## src/ptc_pkg.sv

```systemverilog
package ptc_pkg;
    localparam int PTC_IDX_W = 8;
    localparam logic [PTC_IDX_W-1:0] PTC_IDX_RST = 8'h00;
    localparam logic [1:0] PTC_SYNC_RST = 2'h0;
    localparam int PTC_EXPOSE_NS = 1000;
    localparam int PTC_CLK_NS = 10;
    localparam int PTC_EXPOSE_CYC =
        (PTC_EXPOSE_NS + PTC_CLK_NS - 1) / PTC_CLK_NS;
    localparam int PTC_CNT_W = 16;

    typedef enum logic [1:0] {
        PTC_IDLE = 2'b00,
        PTC_EXPOSE = 2'b01,
        PTC_WAIT = 2'b10
    } ptc_state_type;

    typedef struct packed {
        logic exposure_active_output;
        logic first_pattern_output;
    } ptc_trig_out_type;
endpackage

```

## src/ptc_trigger_ctrl.sv

```systemverilog
`timescale 1ns/1ps
module ptc_trigger_ctrl (
    input wire logic ref_clk,
    input wire logic resetn,
    input wire logic role_master,
    input wire logic pattern_advance_input,
    input wire logic pattern_run_input,
    input wire logic sw_start,
    input wire logic sw_stop,
    input wire logic [ptc_pkg::PTC_IDX_W-1:0] seq_length,
    output ptc_pkg::ptc_trig_out_type trig_out,
    output logic running,
    output logic [ptc_pkg::PTC_IDX_W-1:0] pattern_index
);
    import ptc_pkg::*;

    logic [1:0] adv_sync_r, adv_sync_nxt;
    logic [1:0] run_sync_r, run_sync_nxt;
    logic adv_q_r, adv_q_nxt, run_q_r, run_q_nxt;
    logic adv_rise, run_rise, run_fall, is_master;

    ptc_state_type state_r, state_nxt;
    logic run_r, run_nxt;
    logic [PTC_IDX_W-1:0] idx_r, idx_nxt;
    logic [PTC_CNT_W-1:0] cnt_r, cnt_nxt;
    ptc_trig_out_type out_r, out_nxt;

    function automatic logic [PTC_IDX_W-1:0] next_idx(
        input logic [PTC_IDX_W-1:0] cur,
        input logic [PTC_IDX_W-1:0] len);
        if (cur + 8'h01 >= len)
            next_idx = PTC_IDX_RST;
        else
            next_idx = cur + 8'h01;
    endfunction

    assign is_master = role_master;

    always_comb begin
        adv_sync_nxt = {adv_sync_r[0], pattern_advance_input};
        run_sync_nxt = {run_sync_r[0], pattern_run_input};
        adv_q_nxt = adv_sync_r[1];
        run_q_nxt = run_sync_r[1];
    end

    always_ff @(posedge ref_clk or negedge resetn) begin
        if (!resetn) begin
            adv_sync_r <= PTC_SYNC_RST;
            run_sync_r <= PTC_SYNC_RST;
            adv_q_r <= 1'h0;
            run_q_r <= 1'h0;
        end else begin
            adv_sync_r <= adv_sync_nxt;
            run_sync_r <= run_sync_nxt;
            adv_q_r <= adv_q_nxt;
            run_q_r <= run_q_nxt;
        end
    end

    // slave ignores every trigger pin
    assign adv_rise = is_master & adv_sync_r[1] & ~adv_q_r;
    assign run_rise = is_master & run_sync_r[1] & ~run_q_r;
    assign run_fall = is_master & ~run_sync_r[1] & run_q_r;

    always_comb begin
        state_nxt = state_r;
        run_nxt = run_r;
        idx_nxt = idx_r;
        cnt_nxt = cnt_r;
        // stop wins when start and stop coincide
        if (run_rise || sw_start)
            run_nxt = 1'h1;
        if (run_fall || sw_stop)
            run_nxt = 1'h0;
        unique case (state_r)
            PTC_IDLE: begin
                if (run_nxt) begin
                    state_nxt = PTC_EXPOSE;
                    idx_nxt = PTC_IDX_RST;
                    cnt_nxt = PTC_CNT_W'(PTC_EXPOSE_CYC - 1);
                end
            end
            PTC_EXPOSE: begin
                if (!run_nxt)
                    state_nxt = PTC_IDLE;
                else if (cnt_r == '0)
                    state_nxt = PTC_WAIT;
                else
                    cnt_nxt = cnt_r - 16'h0001;
            end
            PTC_WAIT: begin
                if (!run_nxt)
                    state_nxt = PTC_IDLE;
                else if (adv_rise) begin
                    state_nxt = PTC_EXPOSE;
                    idx_nxt = next_idx(idx_r, seq_length);
                    cnt_nxt = PTC_CNT_W'(PTC_EXPOSE_CYC - 1);
                end
            end
            default: state_nxt = PTC_IDLE;
        endcase
        // outputs held low on a slave
        out_nxt.exposure_active_output =
            is_master & (state_nxt == PTC_EXPOSE);
        out_nxt.first_pattern_output = is_master &
            (state_nxt != PTC_IDLE) & (idx_nxt == PTC_IDX_RST);
    end

    always_ff @(posedge ref_clk or negedge resetn) begin
        if (!resetn) begin
            state_r <= PTC_IDLE;
            run_r <= 1'h0;
            idx_r <= PTC_IDX_RST;
            cnt_r <= '0;
            out_r <= '0;
        end else begin
            state_r <= state_nxt;
            run_r <= run_nxt;
            idx_r <= idx_nxt;
            cnt_r <= cnt_nxt;
            out_r <= out_nxt;
        end
    end

    assign trig_out = out_r;
    assign running = run_r;
    assign pattern_index = idx_r;

    // exposure length tracker, read only by the assertions below
    logic [PTC_CNT_W-1:0] exp_run_r, exp_run_nxt;

    always_comb begin
        if (trig_out.exposure_active_output)
            exp_run_nxt = exp_run_r + 16'h0001;
        else
            exp_run_nxt = '0;
    end

    always_ff @(posedge ref_clk or negedge resetn) begin
        if (!resetn)
            exp_run_r <= '0;
        else
            exp_run_r <= exp_run_nxt;
    end

    property p_start_edge;
        @(posedge ref_clk) disable iff (!resetn)
        (run_rise && !run_fall && !sw_stop) |=> run_r;
    endproperty
    a_start_edge: assert property (p_start_edge)
        else $error("run rise did not start");

    property p_stop_edge;
        @(posedge ref_clk) disable iff (!resetn)
        run_fall |=> !run_r && !trig_out.exposure_active_output;
    endproperty
    a_stop_edge: assert property (p_stop_edge)
        else $error("run fall did not stop");

    property p_sw_ctrl;
        @(posedge ref_clk) disable iff (!resetn)
        sw_stop |=> !run_r;
    endproperty
    a_sw_ctrl: assert property (p_sw_ctrl)
        else $error("software stop ignored");

    property p_advance;
        @(posedge ref_clk) disable iff (!resetn)
        (state_r == PTC_WAIT && adv_rise && run_nxt) |=>
            (pattern_index == next_idx($past(idx_r), $past(seq_length)))
            && trig_out.exposure_active_output;
    endproperty
    a_advance: assert property (p_advance)
        else $error("advance did not step pattern");

    property p_expose;
        @(posedge ref_clk) disable iff (!resetn)
        trig_out.exposure_active_output |-> (state_r == PTC_EXPOSE);
    endproperty
    a_expose: assert property (p_expose)
        else $error("exposure output outside exposure");

    property p_expose_max;
        @(posedge ref_clk) disable iff (!resetn)
        exp_run_r <= PTC_CNT_W'(PTC_EXPOSE_CYC);
    endproperty
    a_expose_max: assert property (p_expose_max)
        else $error("exposure output stood too long");

    property p_expose_len;
        @(posedge ref_clk) disable iff (!resetn)
        $fell(trig_out.exposure_active_output) && running &&
            $past(role_master) |->
            (exp_run_r == PTC_CNT_W'(PTC_EXPOSE_CYC));
    endproperty
    a_expose_len: assert property (p_expose_len)
        else $error("exposure ended early");

    property p_first;
        @(posedge ref_clk) disable iff (!resetn)
        trig_out.first_pattern_output |->
            (pattern_index == PTC_IDX_RST) && (state_r != PTC_IDLE);
    endproperty
    a_first: assert property (p_first)
        else $error("first pattern output wrong");

    property p_first_start;
        @(posedge ref_clk) disable iff (!resetn)
        $rose(running) && $past(role_master) |->
            trig_out.first_pattern_output &&
            trig_out.exposure_active_output;
    endproperty
    a_first_start: assert property (p_first_start)
        else $error("start did not show first pattern");

    property p_slave_quiet;
        @(posedge ref_clk) disable iff (!resetn)
        (!role_master && !$past(role_master)) |->
            !trig_out.exposure_active_output && !trig_out.first_pattern_output;
    endproperty
    a_slave_quiet: assert property (p_slave_quiet)
        else $error("slave drove trigger output");

    property p_role;
        @(posedge ref_clk) disable iff (!resetn)
        (!role_master && !sw_start && !sw_stop) |=> $stable(running);
    endproperty
    a_role: assert property (p_role)
        else $error("slave reacted to trigger pin");

    property p_sync;
        @(posedge ref_clk) disable iff (!resetn)
        run_rise |->
            $past(pattern_run_input, 2) && !$past(pattern_run_input, 3);
    endproperty
    a_sync: assert property (p_sync)
        else $error("edge not two stages late");
endmodule

```

## config.mk

```make
export PLATFORM = sky130hd
export DESIGN_NAME = ptc_trigger_ctrl
export DESIGN_NICKNAME = d
export VERILOG_FILES = /design/src/ptc_pkg.sv /design/src/ptc_trigger_ctrl.sv
export SDC_FILE = /design/constraint.sdc
export NUM_CORES = 1
export LEC_CHECK = 0
export BUFFER_PORTS_ARGS = -buffer_cell sky130_fd_sc_hd__buf_2
export CORE_ASPECT_RATIO = 1.25
export CORE_MARGIN = 2
export CORE_UTILIZATION = 45
export CTS_CLUSTER_SIZE = 16
export DETAILED_ROUTE_END_ITERATION = 16
export SLEW_MARGIN = 20
export SYNTH_ARGS = -nofsm -noshare
export SYNTH_HDL_FRONTEND = slang
export SYNTH_SLANG_ARGS = --single-unit
```

## constraint.sdc

```tcl
create_clock -name ref_clk -period 2.8 [get_ports ref_clk]
set_input_delay 0.56 -clock ref_clk [delete_from_list [all_inputs] [get_ports ref_clk]]
set_output_delay 0.56 -clock ref_clk [all_outputs]
set_load 0.05 [all_outputs]
```

# Word level (Yosys, flattened, before mapping)
# Index checks and enable logic that the tools add are counted.
[totals] reg_bits=35 out_inout_bits=11 input_bits=15 wordCells=60
[classes] n_eq_ne=8 bitwise_logic=12 magnitude_cmp=1 n_reduce_logical=8 n_addsub=2 mux=19
[op_table] operator="$mux 16" count=5
[op_table] operator="$pmux 16 s3" count=1
[op_table] operator="$mux 8" count=4
[op_table] operator="$logic_not 16->1" count=1
[op_table] operator="$pmux 8 s2" count=1
[op_table] operator="$sub 16x1->16 const B" count=1
[op_table] operator="$mux 2" count=5
[op_table] operator="$ne 2x2->1 const B" count=5
[op_table] operator="$and 1x1->1" count=9
[op_table] operator="$add 8x1->8 const B" count=1
[op_table] operator="$ge 8x8->1" count=1
[op_table] operator="$logic_not 8->1" count=1
[op_table] operator="$pmux 2 s3" count=1
[op_table] operator="$reduce_and 6->1" count=1
[op_table] operator="$eq 2x1->1 const B" count=2
[op_table] operator="$not 1->1" count=3
[op_table] operator="$reduce_bool 3->1" count=1
[op_table] operator="$eq 2x2->1 const B" count=1
[op_table] operator="$logic_not 2->1" count=1
[op_table] operator="$logic_or 1x1->1" count=2
[op_table] operator="$mux 1" count=2
[op_table] operator="$reduce_bool 2->1" count=1

# Depth between registers and ports, before layout
[depth] ltp_word=10 mapped_depth=11 ltp_nobuf=11

# Least setup slack after synthesis
# OpenSTA, ideal clock, no wires.
[synth_path] path_kind="flip-flop to flip-flop" from="register idx_r[2] (netlist: pattern_index[2])" to="register idx_r[0] (netlist: pattern_index[0])" setup_ns=0.087 period_less_slack_ns=2.814 arrival_time_ns=2.727 required_time_ns=2.713 path_slack_ns=-0.014 stages_incl_launch_ff=12 cell_sequence="dfrtp_1 -> clkbuf_1 -> nand4_1 -> o21a_1 -> nor2_1 -> inv_1 -> ha_1 -> nand3_1 -> o211ai_1 -> a21o_1 -> a2111o_1 -> o21ai_0"
[synth_between] elab_chain_len=6
[synth_lines] element="from (decl)" line_no="ptc_trigger_ctrl.sv:24" rtl="logic [PTC_IDX_W-1:0] idx_r, idx_nxt;"
[synth_lines] element="from (signal assigned)" line_no="ptc_trigger_ctrl.sv:119" rtl="idx_r <= idx_nxt;"
[synth_lines] element="$add 8x1->8" line_no="ptc_trigger_ctrl.sv:31" rtl="if (cur + 8'h01 >= len)"
[synth_lines] element="$ge 8x8->1" line_no="ptc_trigger_ctrl.sv:31"
[synth_lines] element="$mux 8" line_no="ptc_trigger_ctrl.sv:31"
[synth_lines] element="$mux 8" line_no="ptc_trigger_ctrl.sv:94" rtl="else if (adv_rise) begin"
[synth_lines] element="$mux 8" line_no="ptc_trigger_ctrl.sv:92" rtl="if (!run_nxt)"
[synth_lines] element="$pmux 8 s2" line_no="ptc_trigger_ctrl.sv:75" rtl="unique case (state_r)"
[synth_lines] element="net idx_nxt[0]" line_no="ptc_trigger_ctrl.sv:24"
# The timed path passes the listed nets, and every way through them passes these cells.
# A chain may end at the register's enable or synchronous reset.

# Worst setup path after layout
[layout_path] from="register idx_r[0] (netlist: pattern_index[0])" to="register idx_r[5] (netlist: pattern_index[5])"
[layout_between] elab_chain_len=6
[layout_lines] element="$add 8x1->8 (*)" line_no="ptc_trigger_ctrl.sv:31, ptc_trigger_ctrl.sv:34"
[layout_lines] element="$ge 8x8->1" line_no="ptc_trigger_ctrl.sv:31"
[layout_lines] element="$mux 8 (*)" line_no="ptc_trigger_ctrl.sv:31"
[layout_lines] element="$mux 8 (*)" line_no="ptc_trigger_ctrl.sv:94"
[layout_lines] element="$mux 8 (*)" line_no="ptc_trigger_ctrl.sv:92"
[layout_lines] element="$pmux 8 s2 (*)" line_no="ptc_trigger_ctrl.sv:75"
[layout_lines] element="net idx_nxt[5]" line_no="ptc_trigger_ctrl.sv:24"
# The timed path passes the listed nets; every way through them passes the cells marked *.

==> run_results.csv <==
group,metric,value,unit
power_and_ir_drop,power_density,478,mW/mm^2
logic_synthesis,seq_area_frac_synth,42.5,%
placed_design,pre_cts_ws,0.108,ns
logic_synthesis,ys_top_cells_by_area,"dfrtp_1 (43%), ha_1 (6.1%), inv_1 (4.0%), o21ai_0 (3.2%), a21oi_1 (2.9%)",
logic_synthesis,synth_edf_count,0,
placed_design,place_hpwl,3660,um
timing,finalHoldViolations,0,
logic_synthesis,synthDistinctLibCells,49,
global_routing,grt_pass1_wl,8550,um
die,start_util,46.9,%
status,status,"complete, no violations",
die,die_x,64.5,um
timing,setup_tns,0,ns
die,core_area,0.00439,mm^2
global_routing,grt_use_met3,4.09,%
critical_path,worstSetupStartpoint,"pattern_index[0]",
die,die_area,0.00514,mm^2
cts,postCtsHoldBufs,0,
global_routing,grt_pass1_vias,1852,
logic_synthesis,synthCells,219,
job,max-cap-violations,0,
timing,worst_slew_pin_slew,0.786,ns
logic_synthesis,synth_top_cell_by_area,"dfrtp_1",
timing,fin_crit_sh,93.3,%
finish,ff_latch_area,880,um^2
cts,numClockSinks,35,
die,placementRows,27,
logic_synthesis,yosys_warnings,0,
logic_synthesis,syn_area_per_cell,9.40,um^2
logic_synthesis,yosys_register_bits,35,
finish,fin_util,56.2,%
logic_synthesis,synthFlopType,"dfrtp_1",
global_routing,use_met2,39.6,%
timing,finalWorstSetupSlack,0.187,ns
power_and_ir_drop,vdd.ir_drop.worst,0.396,mV
route,wire_per_inst,15.4,um
timing,max_freq,383,MHz
route,ant_nets,0,
critical_path,r2r-end,"pattern_index[5]",
finish,fin_nets,286,
critical_path,rr_startpoint,"pattern_index[0]",
cts,clock_latency,0.29,ns
placed_design,io_buffers,25,
critical_path,end_kind,"register",
global_routing,gr-usage-met1,24.6,%
critical_path,crit_type,"register to register",
cts,cts_tree,"done",
cts,numCtsBuffers,5,
timing,skew,0.00714,ns
logic_synthesis,synthArstFlopShare,100,%
global_routing,grt.overflow.total,0,
cts,cts.path.max_buffers,2,
finish,fillCellCount,414,
route,wl,4940,um
timing,finalSetupViolations,0,
critical_path,endpoint,"pattern_index[5]",
cts,cts.htree.levels,2,
timing,holdWs,0.349,ns
finish,multi_input_area,0.00109,mm^2
global_routing,grt_use_total,21.6,%
die,die_y,79.6,um
critical_path,required,3.00,ns
critical_path,reg2regPathDepth,11,
cts,clk_pin_slew,0.07,ns
finish,syn2layout_area_growth,19.8,%
critical_path,crit_arrival,2.81,ns
logic_synthesis,synth_most_common_cell,"dfrtp_1",
timing,rsz0062_at_grt,"false",
logic_synthesis,synth_top_area_share,42.5,%
route,drc,0,
hold_path,min_path_type,"input port to async pin",
route,vias,1805,
critical_path,path_max_fanout,8,
timing,slew_headroom,47.6,%
die,num_io_pins,26,
finish,layout-drive-gt1-share,26.3,%
critical_path,ff2ff_setup_slack,0.19,ns
route,first_pass_iters,4,
logic_synthesis,synthesis.area,0.00206,mm^2
logic_synthesis,synth_nets,244,
cts,clock-root-buffer,"clkbuf_8",
global_routing,grt_max_degree,36,
logic_synthesis,ys_top_cells_by_count,"dfrtp_1 (35), inv_1 (22), nand2_1 (14)",
critical_path,critPathLaunchType,"register",
timing,slew_viol_final,0,
route,drt_iter0_drc,50,
placed_design,gp_congestion,0.898,
global_routing,antenna_found_initial,0,
route,vias_per_cell,5.64,
finish,antenna_cells,0,
timing,fin_crit,2.61,ns
power_and_ir_drop,p_leak,0.00115,uW
global_routing,grt_busiest_layer,"met2",
cell usage in the layout, fill, tap and decap left out, types with 4 or more instances in the layout:
master    Yosys  final
a21oi_1      12     12
buf_2         0     25
buf_4         0     13
clkbuf_8      0      6
dfrtp_1      35     32
ha_1         10      9
inv_1        22     22
nand2_1      14     14
nand2b_1      4      4
nand3_1       7      7
nor2_1       12     12
nor3_1        7      7
nor4_1        9      9
o21ai_0      13     13
o31ai_1       7      7
or2_2         5      5
or3_1         7      7
or4_1         4      4
cell type report:
| type | count | area share (%) |
|---|---|---|
| Inverter | 23 | 3.50 |
| Sequential cell | 35 | 35.6 |
| Clock buffer | 6 | 3.35 |
| Timing Repair Buffer | 38 | 9.03 |
| Clock inverter | 2 | 1.42 |
| Tap cell | 58 | 2.94 |
| Multi-Input combinational cell | 158 | 44.1 |
what timing repair did:
action,4_1_cts,5_1_grt
setup buffers,0,2
gates resized for setup,0,3
endpoints found under the setup margin,0,9
state kept, by name, indices dropped and copies added, names as in the netlist:
register       flops
adv_q_r            1
adv_sync_r         2
cnt_r             16
pattern_index      8
run_q_r            1
run_sync_r         2
running            1
state_r            2
trig_out           2
layer usage:
layer	vias up	wire, um
met1	864	2030
met3	9	180
met2	38	2600
met4	0	123
met5	-	0
li1	894	-
cells by family (layout without fill, tap and decap cells):
logic type                 count (synthesis)  after routing  share of synthesized area [%]
and+or+nand+nor                           83             83                           23.9
xor gates and xnor gates                   5              5                           2.13
buffers and inverters                     26             69                           4.74
muxes                                      1              1                          0.486
adders and majority gates                 10             10                           6.08
AOI/OAI and AO/OA                         59             59                           20.1
DFF                                       35             35                           42.5
how the worst min path moves through the flow:
stage | to | slack, ns | depth (start not counted)
floorplan | adv_q_r | 0.26 | 0
CTS | adv_sync_r[1] | 0.35 | 0
finish | trig_out[1] | 0.35 | 1
global route | run_sync_r[1] | 0.36 | 0
global placement | adv_sync_r[1] | 0.33 | 0
detailed placement | adv_sync_r[1] | 0.33 | 0
through the flow:
stage | total power, uW | std cells | area [um^2]
global placement | 718 | 310 | 2330
detailed placement | 720 | 310 | 2330
floorplan | 657 | 219 | 2060
CTS | 1200 | 318 | 2450
global route | 1240 | 320 | 2470
finish | 1180 | 320 | 2470
worst max-delay path: stages (launching register included):
cell and delay, ns:
dfrtp_2 0.43, ha_2 0.24, inv_1 0.06, o21a_1 0.19, nor2_1 0.14, inv_1 0.07
ha_1 0.28, nand3_1 0.10, o211ai_1 0.13, a21o_1 0.19, a2111o_1 0.47, o21ai_0 0.23
where the power goes:
part / leakage, uW / switching, uW / internal, uW
sequential: 0.000446 / 23.5 / 529
clock: 0.0000612 / 182 / 288
combinational: 0.000642 / 96.3 / 60.9
(Power assumes the default switching activity.)
